File: src/core/sclsb_regs.vh
// register offsets, field positions and constants of the config loader / sideband block
`ifndef SCLSB_REGS_VH
`define SCLSB_REGS_VH
// configuration register byte offsets
`define SCLSB_OFS_LINK_TIMERS 12'h070
`define SCLSB_OFS_PM_PHY_CTRL 12'h074
`define SCLSB_OFS_PHY_WORD3 12'h080
`define SCLSB_OFS_PHY_WORD5 12'h088
`define SCLSB_OFS_TL_CTRL 12'h08c
`define SCLSB_OFS_SLOT_CAP 12'h0d4
`define SCLSB_OFS_VC1_CAP 12'h15c
`define SCLSB_OFS_VC1_CTRL 12'h160
// memory word addresses
`define SCLSB_MEM_PM_P1 8'h82
`define SCLSB_MEM_PM_P2 8'h84
`define SCLSB_MEM_SLOT_LO_P1 8'h92
`define SCLSB_MEM_SLOT_LO_P2 8'h94
`define SCLSB_MEM_SLOT_HI_P1 8'ha2
`define SCLSB_MEM_SLOT_HI_P2 8'ha4
`define SCLSB_MEM_PHY3_LO 8'hb0
`define SCLSB_MEM_PHY3_HI 8'hc0
`define SCLSB_MEM_REPLAY 8'hd0
`define SCLSB_MEM_ACK 8'he0
`define SCLSB_MEM_VC1 8'hf0
`define SCLSB_MEM_LAST 8'hf4
// field positions
`define SCLSB_PM_SRC_LSB 0
`define SCLSB_PM_DST_LSB 8
`define SCLSB_RXPOL_SRC 6
`define SCLSB_RXPOL_DST 14
`define SCLSB_VGA_SRC 7
`define SCLSB_VGA_DST 31
`define SCLSB_REPLAY_MSB 12
`define SCLSB_TSCTR_SRC_LSB 13
`define SCLSB_TSCTR_DST_LSB 24
`define SCLSB_ACK_MSB 30
`define SCLSB_ACK_LSB 16
`define SCLSB_VC1_SLOT_DST_LSB 16
// sideband slave address, upper four bits fixed
`define SCLSB_SB_ADDR_HI 4'hd
// reset values
`define SCLSB_RST_WORD 32'h00000000
`endif

File: src/core/sclsb_sync.v
// two flip-flop synchroniser for one pin
`timescale 1ns/100ps
module sclsb_sync (
  input wire clk,
  input wire rst_n,
  input wire ce,
  input wire din,
  output wire dout
);
  reg meta_reg;
  reg sync_reg;
  always @(posedge clk or negedge rst_n) begin
    if (!rst_n) begin
      meta_reg <= 1'b1;
      sync_reg <= 1'b1;
    end else if (ce) begin
      meta_reg <= din;
      sync_reg <= meta_reg;
    end
  end
  assign dout = sync_reg;
endmodule // sclsb_sync

File: src/core/sclsb_port_regs.v
// one port's set of loadable configuration registers
`timescale 1ns/100ps
`include "sclsb_regs.vh"
module sclsb_port_regs (
  input wire clk,
  input wire rst_n,
  input wire ce,
  input wire [2:0] sel,
  input wire [31:0] wr_mask,
  input wire [31:0] wr_data,
  input wire wr_en,
  output reg [31:0] link_timers_reg,
  output reg [31:0] power_mgmt_phy_control_reg,
  output reg [31:0] phy_control_word_three_reg,
  output reg [31:0] phy_control_word_five_reg,
  output reg [31:0] transaction_layer_control_reg,
  output reg [31:0] slot_capabilities_reg,
  output reg [31:0] vc1_resource_capability_reg,
  output reg [31:0] vc1_resource_control_reg
);
  // masked merge: only bits set in wr_mask change
  function [31:0] merge;
    input [31:0] old;
    input [31:0] m;
    input [31:0] d;
    begin
      merge = (old & ~m) | (d & m);
    end
  endfunction
  always @(posedge clk or negedge rst_n) begin
    if (!rst_n) begin
      link_timers_reg <= `SCLSB_RST_WORD;
      power_mgmt_phy_control_reg <= `SCLSB_RST_WORD;
      phy_control_word_three_reg <= `SCLSB_RST_WORD;
      phy_control_word_five_reg <= `SCLSB_RST_WORD;
      transaction_layer_control_reg <= `SCLSB_RST_WORD;
      slot_capabilities_reg <= `SCLSB_RST_WORD;
      vc1_resource_capability_reg <= `SCLSB_RST_WORD;
      vc1_resource_control_reg <= `SCLSB_RST_WORD;
    end else if (ce && wr_en) begin
      case (sel)
        3'h0: link_timers_reg <= merge(link_timers_reg, wr_mask, wr_data);
        3'h1: power_mgmt_phy_control_reg <= merge(power_mgmt_phy_control_reg, wr_mask, wr_data);
        3'h2: phy_control_word_three_reg <= merge(phy_control_word_three_reg, wr_mask, wr_data);
        3'h3: phy_control_word_five_reg <= merge(phy_control_word_five_reg, wr_mask, wr_data);
        3'h4: transaction_layer_control_reg <=
          merge(transaction_layer_control_reg, wr_mask, wr_data);
        3'h5: slot_capabilities_reg <= merge(slot_capabilities_reg, wr_mask, wr_data);
        3'h6: vc1_resource_capability_reg <=
          merge(vc1_resource_capability_reg, wr_mask, wr_data);
        default: vc1_resource_control_reg <= merge(vc1_resource_control_reg, wr_mask, wr_data);
      endcase
    end
  end
endmodule // sclsb_port_regs

File: src/core/sclsb_top.v
// configuration memory loader and sideband slave for three switch ports
// Behaviour
// - port 1 pm word bits 5:0 go to 74h bits 13:8
// - pm word bit 6 goes to 74h bit 14
// - pm word bit 7 goes to 70h bit 31
// - pm word bits 15:8 go to 88h bits 31:24
// - port 2 uses word 84h with the same layout
// - slot capability low half from words 92h and 94h
// - slot capability high half from words a2h and a4h
// - phy word three low half from words b0h, b2h, b4h
// - phy word three high half from words c0h, c2h, c4h
// - replay time-out 12:0 of 70h from words d0h, d2h, d4h
// - replay word bits 14:13 go to 8ch bits 25:24
// - ack latency 30:16 of 70h from words e0h, e2h, e4h
// - vc1 max slot 15ch bits 22:16 from word bits 6:0
// - traffic class map 160h bits 7:0 from word bits 15:8
// - sideband is slave only, never starts a transfer
// - sideband master reads and writes every rw register
// - sideband may also write read-only loadable registers
// - slave address bits 6:3 are 1101, bits 2:0 the strap pins
// - data pin is two-way, open drain; clock pin is input only, never driven
`timescale 1ns/100ps
`include "sclsb_regs.vh"
module sclsb_top (
  input wire sys_clk,
  input wire reset_n,
  input wire clk_en,
  output reg mem_req,
  output reg [7:0] mem_addr,
  input wire mem_ack,
  input wire mem_valid,
  input wire [15:0] mem_data,
  output wire load_done,
  input wire sideband_clock_pin_in,
  output wire sideband_clock_pin_out,
  output wire sideband_clock_pin_oe,
  input wire sideband_data_pin_in,
  output wire sideband_data_pin_out,
  output reg sideband_data_pin_oe,
  input wire [2:0] addr_strap,
  output wire [3*32*8-1:0] port_regs_flat
);
  // ************************************************************
  // reset release
  // ************************************************************
  reg rst_meta_reg;
  reg rst_sync_reg;
  always @(posedge sys_clk or negedge reset_n) begin
    if (!reset_n) begin
      rst_meta_reg <= 1'b0;
      rst_sync_reg <= 1'b0;
    end else begin
      rst_meta_reg <= 1'b1;
      rst_sync_reg <= rst_meta_reg;
    end
  end
  wire rst_n = rst_sync_reg;
  // ************************************************************
  // pin synchronisers
  // ************************************************************
  wire scl_s;
  wire sda_s;
  sclsb_sync u_scl (.clk(sys_clk), .rst_n(rst_n), .ce(clk_en),
    .din(sideband_clock_pin_in), .dout(scl_s));
  sclsb_sync u_sda (.clk(sys_clk), .rst_n(rst_n), .ce(clk_en),
    .din(sideband_data_pin_in), .dout(sda_s));
  reg scl_d_reg;
  reg sda_d_reg;
  reg [5:0] strap_reg;
  always @(posedge sys_clk or negedge rst_n) begin
    if (!rst_n) begin
      scl_d_reg <= 1'b1;
      sda_d_reg <= 1'b1;
      strap_reg <= 6'h00;
    end else if (clk_en) begin
      scl_d_reg <= scl_s;
      sda_d_reg <= sda_s;
      strap_reg <= {strap_reg[2:0], addr_strap}; // two stages, the straps are pins
    end
  end
  wire scl_rise = scl_s & ~scl_d_reg;
  wire scl_fall = ~scl_s & scl_d_reg;
  wire start_cond = scl_s & scl_d_reg & ~sda_s & sda_d_reg;
  wire stop_cond = scl_s & scl_d_reg & sda_s & ~sda_d_reg;
  wire [6:0] my_addr = {`SCLSB_SB_ADDR_HI, strap_reg[5:3]};
  // slave only: clock pin is never pulled, no clock stretching
  assign sideband_clock_pin_out = 1'b0;
  assign sideband_clock_pin_oe = 1'b0;
  assign sideband_data_pin_out = 1'b0;
  // ************************************************************
  // shared register write port
  // ************************************************************
  reg [2:0] wr_port;
  reg [2:0] wr_sel;
  reg [31:0] wr_mask;
  reg [31:0] wr_data;
  reg wr_en;
  wire [255:0] regs_p [0:2];
  genvar gi;
  generate
    for (gi = 0; gi < 3; gi = gi + 1) begin : g_port
      sclsb_port_regs u_regs (
        .clk(sys_clk), .rst_n(rst_n), .ce(clk_en), .sel(wr_sel),
        .wr_mask(wr_mask), .wr_data(wr_data), .wr_en(wr_en & wr_port[gi]),
        .link_timers_reg(regs_p[gi][31:0]),
        .power_mgmt_phy_control_reg(regs_p[gi][63:32]),
        .phy_control_word_three_reg(regs_p[gi][95:64]),
        .phy_control_word_five_reg(regs_p[gi][127:96]),
        .transaction_layer_control_reg(regs_p[gi][159:128]),
        .slot_capabilities_reg(regs_p[gi][191:160]),
        .vc1_resource_capability_reg(regs_p[gi][223:192]),
        .vc1_resource_control_reg(regs_p[gi][255:224]));
      assign port_regs_flat[gi*256 +: 256] = regs_p[gi];
    end
  endgenerate
  // ************************************************************
  // memory loader
  // ************************************************************
  localparam LD_REQ = 3'b001;
  localparam LD_WAIT = 3'b010;
  localparam LD_DONE = 3'b100;
  reg [2:0] ld_state_reg;
  reg [15:0] ld_word_reg;
  reg [7:0] ld_addr_reg;
  reg [1:0] ld_step_reg;
  reg ld_apply_reg;
  assign load_done = ld_state_reg[2];
  // walk order: port pairs 82h to a4h, then groups of three ending on x4h
  wire [7:0] ld_next_addr = (ld_addr_reg == 8'h84) ? 8'h92 : (ld_addr_reg == 8'h94) ? 8'ha2 :
    (ld_addr_reg[3:0] == 4'h4) ? {ld_addr_reg[7:4] + 4'h1, 4'h0} : ld_addr_reg + 8'h02;
  always @(posedge sys_clk or negedge rst_n) begin
    if (!rst_n) begin
      ld_state_reg <= LD_REQ;
      mem_req <= 1'b0;
      mem_addr <= `SCLSB_MEM_PM_P1;
      ld_addr_reg <= `SCLSB_MEM_PM_P1;
      ld_word_reg <= 16'h0000;
      ld_step_reg <= 2'h0;
      ld_apply_reg <= 1'b0;
    end else if (clk_en) begin
      case (ld_state_reg)
        LD_REQ: begin
          if (!ld_apply_reg) begin
            mem_req <= 1'b1;
            mem_addr <= ld_addr_reg;
            ld_state_reg <= LD_WAIT;
          end else begin
            ld_step_reg <= ld_step_reg + 2'h1;
          end
          if (ld_apply_reg && (ld_step_reg == 2'h2 ||
              !(ld_addr_reg == `SCLSB_MEM_PM_P1 || ld_addr_reg == `SCLSB_MEM_PM_P2 ||
                ld_addr_reg[7:4] == 4'hd || ld_addr_reg[7:4] == 4'hf))) begin
            ld_step_reg <= 2'h0;
            ld_apply_reg <= 1'b0;
            if (ld_addr_reg == `SCLSB_MEM_LAST) begin
              ld_state_reg <= LD_DONE;
            end else begin
              ld_addr_reg <= ld_next_addr;
            end
          end
        end
        LD_WAIT: begin
          if (mem_ack) begin
            mem_req <= 1'b0;
            // no valid image: field keeps its default
            if (mem_valid) begin
              ld_word_reg <= mem_data;
              ld_apply_reg <= 1'b1;
              ld_state_reg <= LD_REQ;
            end else if (ld_addr_reg == `SCLSB_MEM_LAST) begin
              ld_state_reg <= LD_DONE;
            end else begin
              ld_addr_reg <= ld_next_addr;
              ld_state_reg <= LD_REQ;
            end
          end
        end
        LD_DONE: begin
          mem_req <= 1'b0;
        end
        default: ld_state_reg <= LD_REQ;
      endcase
    end
  end
  // ************************************************************
  // sideband slave
  // ************************************************************
  // frame: addr+w, offset hi, offset lo, then 4 data bytes msb first (write)
  // or addr+w, offset hi, offset lo, restart, addr+r, 4 bytes out (read)
  localparam SB_IDLE = 4'b0001;
  localparam SB_RECV = 4'b0010;
  localparam SB_ACK = 4'b0100;
  localparam SB_SEND = 4'b1000;
  reg [3:0] sb_state_reg;
  reg [7:0] sb_shift_reg;
  reg [3:0] sb_bit_reg;
  reg [2:0] sb_byte_reg;
  reg sb_rd_reg;
  reg sb_nack_reg;
  reg [15:0] sb_ofs_reg;
  reg [31:0] sb_data_reg;
  reg sb_commit_reg;
  wire sb_master_ack = ~sda_s;
  function [2:0] ofs_sel;
    input [11:0] o;
    begin
      case (o)
        `SCLSB_OFS_LINK_TIMERS: ofs_sel = 3'h0;
        `SCLSB_OFS_PM_PHY_CTRL: ofs_sel = 3'h1;
        `SCLSB_OFS_PHY_WORD3: ofs_sel = 3'h2;
        `SCLSB_OFS_PHY_WORD5: ofs_sel = 3'h3;
        `SCLSB_OFS_TL_CTRL: ofs_sel = 3'h4;
        `SCLSB_OFS_SLOT_CAP: ofs_sel = 3'h5;
        `SCLSB_OFS_VC1_CAP: ofs_sel = 3'h6;
        default: ofs_sel = 3'h7;
      endcase
    end
  endfunction
  wire [1:0] sb_port = sb_ofs_reg[13:12];
  wire [2:0] sb_sel = ofs_sel(sb_ofs_reg[11:0]);
  wire sb_hit = (sb_port != 2'h3) &&
    (sb_sel != 3'h7 || sb_ofs_reg[11:0] == `SCLSB_OFS_VC1_CTRL);
  wire [255:0] sb_port_regs = (sb_port == 2'h0) ? regs_p[0] :
    (sb_port == 2'h1) ? regs_p[1] : regs_p[2];
  wire [31:0] sb_rd_word = sb_hit ? sb_port_regs[sb_sel*32 +: 32] : 32'h00000000;
  always @(posedge sys_clk or negedge rst_n) begin
    if (!rst_n) begin
      sb_state_reg <= SB_IDLE;
      sb_shift_reg <= 8'h00;
      sb_bit_reg <= 4'h0;
      sb_byte_reg <= 3'h0;
      sb_rd_reg <= 1'b0;
      sb_nack_reg <= 1'b0;
      sb_ofs_reg <= 16'h0000;
      sb_data_reg <= 32'h00000000;
      sb_commit_reg <= 1'b0;
      sideband_data_pin_oe <= 1'b0;
    end else if (clk_en) begin
      sb_commit_reg <= 1'b0;
      if (start_cond) begin
        sb_state_reg <= load_done ? SB_RECV : SB_IDLE;
        sb_bit_reg <= 4'h0;
        sb_byte_reg <= 3'h0;
        sideband_data_pin_oe <= 1'b0;
      end else if (stop_cond) begin
        sb_state_reg <= SB_IDLE;
        sideband_data_pin_oe <= 1'b0;
        sb_commit_reg <= ~sb_rd_reg && sb_byte_reg == 3'h7;
      end else begin
        case (sb_state_reg)
          SB_IDLE: sideband_data_pin_oe <= 1'b0;
          SB_RECV: if (scl_rise) begin
            sb_shift_reg <= {sb_shift_reg[6:0], sda_s};
            sb_bit_reg <= sb_bit_reg + 4'h1;
          end else if (scl_fall && sb_bit_reg == 4'h8) begin
            sb_bit_reg <= 4'h0;
            sb_nack_reg <= 1'b0;
            if (sb_byte_reg == 3'h0) begin
              sb_rd_reg <= sb_shift_reg[0];
              if (sb_shift_reg[7:1] != my_addr) begin
                sb_state_reg <= SB_IDLE;
                sb_nack_reg <= 1'b1;
              end
            end else if (sb_byte_reg == 3'h1) begin
              sb_ofs_reg[15:8] <= sb_shift_reg;
            end else if (sb_byte_reg == 3'h2) begin
              sb_ofs_reg[7:0] <= sb_shift_reg;
            end else begin
              sb_data_reg <= {sb_data_reg[23:0], sb_shift_reg};
            end
            if (sb_shift_reg[7:1] == my_addr || sb_byte_reg != 3'h0) begin
              sideband_data_pin_oe <= 1'b1;
              sb_state_reg <= SB_ACK;
            end
          end
          SB_ACK: if (scl_fall) begin
            sideband_data_pin_oe <= 1'b0;
            if (sb_byte_reg == 3'h0 && sb_rd_reg) begin
              sb_data_reg <= sb_rd_word;
              sideband_data_pin_oe <= ~sb_rd_word[31];
              sb_byte_reg <= 3'h3;
              sb_state_reg <= SB_SEND;
            end else begin
              sb_byte_reg <= (sb_byte_reg == 3'h7) ? 3'h7 : sb_byte_reg + 3'h1;
              sb_state_reg <= SB_RECV;
            end
          end
          SB_SEND: if (scl_fall) begin
            if (sb_bit_reg == 4'h7) begin
              sideband_data_pin_oe <= 1'b0;
              sb_bit_reg <= 4'h8;
            end else if (sb_bit_reg == 4'h8) begin
              sb_bit_reg <= 4'h0;
              sb_data_reg <= {sb_data_reg[30:0], 1'b0};
              sideband_data_pin_oe <= sb_nack_reg ? 1'b0 : ~sb_data_reg[30];
              if (sb_nack_reg) sb_state_reg <= SB_IDLE;
            end else begin
              sb_bit_reg <= sb_bit_reg + 4'h1;
              sb_data_reg <= {sb_data_reg[30:0], 1'b0};
              sideband_data_pin_oe <= ~sb_data_reg[30];
            end
          end else if (scl_rise && sb_bit_reg == 4'h8) begin
            sb_nack_reg <= ~sb_master_ack;
          end
          default: sb_state_reg <= SB_IDLE;
        endcase
      end
    end
  end
  // ************************************************************
  // write arbitration: loader during load, sideband afterwards
  // ************************************************************
  wire [15:0] w = ld_word_reg;
  wire [7:0] a = ld_addr_reg;
  reg [1:0] ld_pidx;
  always @* begin
    ld_pidx = 2'h0;
    if (a == `SCLSB_MEM_PM_P1 || a[3:0] == 4'h2) ld_pidx = 2'h1;
    if (a == `SCLSB_MEM_PM_P2 || a[3:0] == 4'h4) ld_pidx = 2'h2;
    wr_en = 1'b0;
    wr_port = 3'h0;
    wr_sel = 3'h0;
    wr_mask = 32'h00000000;
    wr_data = 32'h00000000;
    if (ld_apply_reg && ld_state_reg == LD_REQ) begin
      wr_en = ~(ld_step_reg == 2'h2 && a[7:4] != 4'h8);
      wr_port = 3'h1 << ld_pidx;
      if (a == `SCLSB_MEM_PM_P1 || a == `SCLSB_MEM_PM_P2) begin
        wr_sel = (ld_step_reg == 2'h0) ? 3'h1 : (ld_step_reg == 2'h1) ? 3'h0 : 3'h3;
        wr_mask = (ld_step_reg == 2'h0) ? 32'h00007f00 :
          (ld_step_reg == 2'h1) ? 32'h80000000 : 32'hff000000;
        wr_data = {w[15:8], 24'h0};
        if (ld_step_reg == 2'h0) wr_data = {17'h0, w[6:0], 8'h00};
        if (ld_step_reg == 2'h1) wr_data = {w[`SCLSB_VGA_SRC], 31'h0};
      end else if (a[7:4] == 4'h9 || a[7:4] == 4'ha) begin
        wr_sel = 3'h5;
        wr_mask = a[5] ? 32'hffff0000 : 32'h0000ffff;
        wr_data = {w, w};
      end else if (a[7:4] == 4'hb || a[7:4] == 4'hc) begin
        wr_sel = 3'h2;
        wr_mask = a[6] ? 32'hffff0000 : 32'h0000ffff;
        wr_data = {w, w};
      end else if (a[7:4] == 4'hd) begin
        wr_sel = (ld_step_reg == 2'h0) ? 3'h0 : 3'h4;
        wr_mask = (ld_step_reg == 2'h0) ? 32'h00001fff : 32'h03000000;
        wr_data = (ld_step_reg == 2'h0) ? {19'h0, w[`SCLSB_REPLAY_MSB:0]} :
          {6'h0, w[14:13], 24'h0};
      end else if (a[7:4] == 4'he) begin
        wr_sel = 3'h0;
        wr_mask = 32'h7fff0000;
        wr_data = {1'b0, w[14:0], 16'h0};
      end else begin
        wr_sel = (ld_step_reg == 2'h0) ? 3'h6 : 3'h7;
        wr_mask = (ld_step_reg == 2'h0) ? 32'h007f0000 : 32'h000000ff;
        wr_data = (ld_step_reg == 2'h0) ? {9'h0, w[6:0], 16'h0} :
          {24'h0, w[15:8]};
      end
    end else if (sb_commit_reg && sb_hit) begin
      wr_en = 1'b1; // read-only loadable registers included
      wr_port = 3'h1 << sb_port;
      wr_sel = sb_sel;
      wr_mask = 32'hffffffff;
      wr_data = sb_data_reg;
    end
  end
endmodule // sclsb_top

File: config.mk
export PLATFORM = sky130hd
export DESIGN_NAME = sclsb_top
export DESIGN_NICKNAME = d
export VERILOG_FILES = /design/src/core/sclsb_sync.v /design/src/core/sclsb_port_regs.v /design/src/core/sclsb_top.v
export VERILOG_INCLUDE_DIRS = /design/src /design/src/core
export SDC_FILE = /design/constraint.sdc
export NUM_CORES = 2
export LEC_CHECK = 0
export ABC_AREA = 1
export ABC_CLOCK_PERIOD_IN_PS = 55800
export BUFFER_PORTS_ARGS = -buffer_cell sky130_fd_sc_hd__buf_4
export CORE_MARGIN = 2
export CORE_UTILIZATION = 25
export CTS_CLUSTER_DIAMETER = 50
export DETAILED_ROUTE_END_ITERATION = 8
export PLACE_DENSITY = 0.4
export SYNTH_ARGS = -nofsm -noshare
export SYNTH_HDL_FRONTEND = slang
export SYNTH_SLANG_ARGS = --single-unit
export TNS_END_PERCENT = 20
File: constraint.sdc
create_clock -name sys_clk -period 55.8 [get_ports sys_clk]
set_input_delay 11.16 -clock sys_clk [delete_from_list [all_inputs] [get_ports sys_clk]]
set_output_delay 11.16 -clock sys_clk [all_outputs]
set_load 0.01 [all_outputs]
==> metrics.yaml <==
cts_setup_buffers: 0
crit_start: "clk_en"
postCtsResizedCells: 0
p_per_area_nw_per_um2: 36.1
die_h_um: 424
final_antenna_net_count: 0
drive_gt1_frac: 0.209
synth_flop_cell: "dfrtp_1"
initial_core_util: 0.251
numPortBuffers: 803
clock-skew-final_ns: 0.0552
gr-usage-all-layers: 0.309
intPower_mw: 1.33
first_pass_iters: 6
vias: 46800
avgSynthCellArea_um2: 7.88
slew_viol_final: 0
power.net_switching_mw: 0.746
final_nets: 6251
placementRows: 154
seq_area_frac_synth: 0.503
finalHoldViolCount: 0
power.total_mw: 2.08
io_pins: 808
postSynthCellCount: 5610
seqPwrFrac: 0.342
finalCriticalPeriod_ns: 13.76
switching_share: 0.359
netlist_area_um2: 44200
worst_slew_pin_slew_ns: 1.30
clock_path_buffers: 3
area_delta_synth_final_pct: 30.3
clkSinkCount: 888
r2r_cells: 15
dp.cells: 8405
power_leakage_nw: 29.7
final_cells: 8672
drcViolationCount: 0
final-setup-viol-count: 0
tritoncts: "yes"
synth_async_sr_flop_share: 1.00
max_freq_mhz: 72.7
synth-edff-count: 0
hold_path_class: "reg2async"
hpwl_mm: 201
grt_pass1_wl_mm: 389
clk_latency_ns: 0.82
ys_seq_elements: 888
viasPerCell: 5.39
cts-hold-fix-buffers: 0
place.gp.congestion: 0.910
crit_fanout: 48
post-route-period-util: 0.247
cts-root-buf: "clkbuf_16"
die_w_um: 424
arrival_ns: 14.45
max_slew_margin: 0.127
yosys_warnings: 0
status: "finished clean"
finalWirelength_mm: 288
h-tree-depth: 4
antenna_found_initial: 7
clkPwrFrac: 0.461
overflow: 0
setup_tns_ns: 0
startpoint_type: "input pin"
ir_drop_mv: 0.0259
wl_per_cell_um: 33.2
final_util: 0.327
max-cap-violations: 0
rr_startpoint: "sb_ofs_reg[10]$_DFFE_PN0P_"
grt_pass1_vias: 44300
cts_buffers: 144
dieArea_um2: 180000
core-area_um2: 176000
crit_type: "in2reg"
drt-initial-drc-count: 5375
pwr-share-comb: 0.198
crit_path_end_kind: "flop"
crit_required_ns: 56.49
synth.distinct_cells: 55
rsz0062_at_grt: "no"
grt_max_degree: 158
clkTransAtPathRegs_ns: 0.06
==> cells by family (layout without fill, tap and decap cells) <==
kind of cell / Yosys count / count (layout) / synth area share
AO/OA/AOI/OAI: 862 / 862 / 0.115
multiplexers: 6 / 6 / 0.00153
flip-flops: 888 / 888 / 0.503
XOR/XNOR: 5 / 5 / 0.000991
AND/OR/NAND/NOR: 3169 / 3169 / 0.310
buffers and inverters: 664 / 1379 / 0.0656
other: 2 / 9 / 0.000170
adder cells (fa/ha/maj): 14 / 14 / 0.00396
==> critical path: stages <==
cell	delay [ns]
buf_4	0.30
nand3_4	0.15
nor2_4	0.09
buf_4	0.58
inv_4	0.23
nor2_4	0.70
nand2_1	0.87
nand2_1	0.24
nand2_1	0.07
==> cells in the mapped netlist (27+ instances only) <==
cell      number  share of area
o211ai_1      28         0.0048
o21ai_0      378          0.043
a21oi_1       84         0.0095
nor2_1       428          0.036
nand2_1     1766           0.15
o31ai_1       51         0.0087
nand3_1      623          0.071
nand4_1      270          0.038
clkbuf_1     251          0.021
inv_1        173          0.015
a221oi_1      31         0.0061
dfrtp_1      876           0.50
buf_4         48         0.0082
buf_1         34         0.0029
o21ai_1       27         0.0031
o22ai_1      201          0.028
buf_2        131          0.015
==> power groups by stage <==
stage / clock network, mW / logic [mW] / registers, mW
after global placement: 0 / 0.403 / 0.720
after global routing: 0.996 / 0.428 / 0.713
after floorplan: 0 / 0.211 / 0.716
after detailed placement: 0 / 0.403 / 0.719
final: 0.958 / 0.411 / 0.710
after CTS: 0.966 / 0.404 / 0.709
==> routing by layer <==
metal	track usage	up-vias	routed length [um]
li1	-	20200	-
met1	0.383	23800	113000
met2	0.484	2240	131000
met3	0.0636	516	20600
met4	0.208	0	22900
met5	0	-	0
==> per-stage QoR <==
stage               setup slack, ns  hold WS (ns)  area [um2]
detailed placement            41.29         0.283       52500
global route                  41.91         0.297       57600
finish                        42.04         0.267       57600
floorplan                     29.24         0.331       44200
CTS                           42.14         0.284       57600
global placement              41.36         0.292       52500
==> layout by cell type, fill, tap and decap left out, drive strengths merged, types with 28 or more instances in the layout <==
| cell type | n |
|---|---|
| clkbuf | 185 |
| nand4 | 272 |
| o22ai | 201 |
| nand3 | 635 |
| nand2 | 1774 |
| o31ai | 51 |
| dfrtp | 876 |
| o211ai | 28 |
| a221oi | 31 |
| nor2 | 454 |
| inv | 204 |
| clkinv | 34 |
| a21oi | 85 |
| buf | 924 |
| o21ai | 408 |
==> final timing paths <==
| check | end | slack [ns] |
|---|---|---|
| max | g_port[1].u_regs.vc1_resource_control_reg[28]$_DFFE_PN0P_ | 42.04 |
| min | g_port[2].u_regs.vc1_resource_control_reg[1]$_DFFE_PN0P_ | 0.27 |
| max reg2reg | g_port[0].u_regs.phy_control_word_three_reg[21]$_DFFE_PN0P_ | 50.04 |
| min reg2reg | g_port[2].u_regs.vc1_resource_control_reg[1]$_DFFE_PN0P_ | 0.27 |
| max in group asynchronous | rst_n$_DFF_PN0_ | 45.57 |
| min in group sys_clk | rst_n$_DFF_PN0_ | 0.36 |
==> cell type report <==
type                    count  area, um2
fillers                 18600     118000
repair buffers            924       7010
inverters                 192        751
multi-input cells        4061      19600
diodes                      4       10.0
flip-flops and latches    888      22200
well taps                2340       2930
clock inverters            78       1050
clock buffers             185       4000
(Power assumes the default switching activity.)
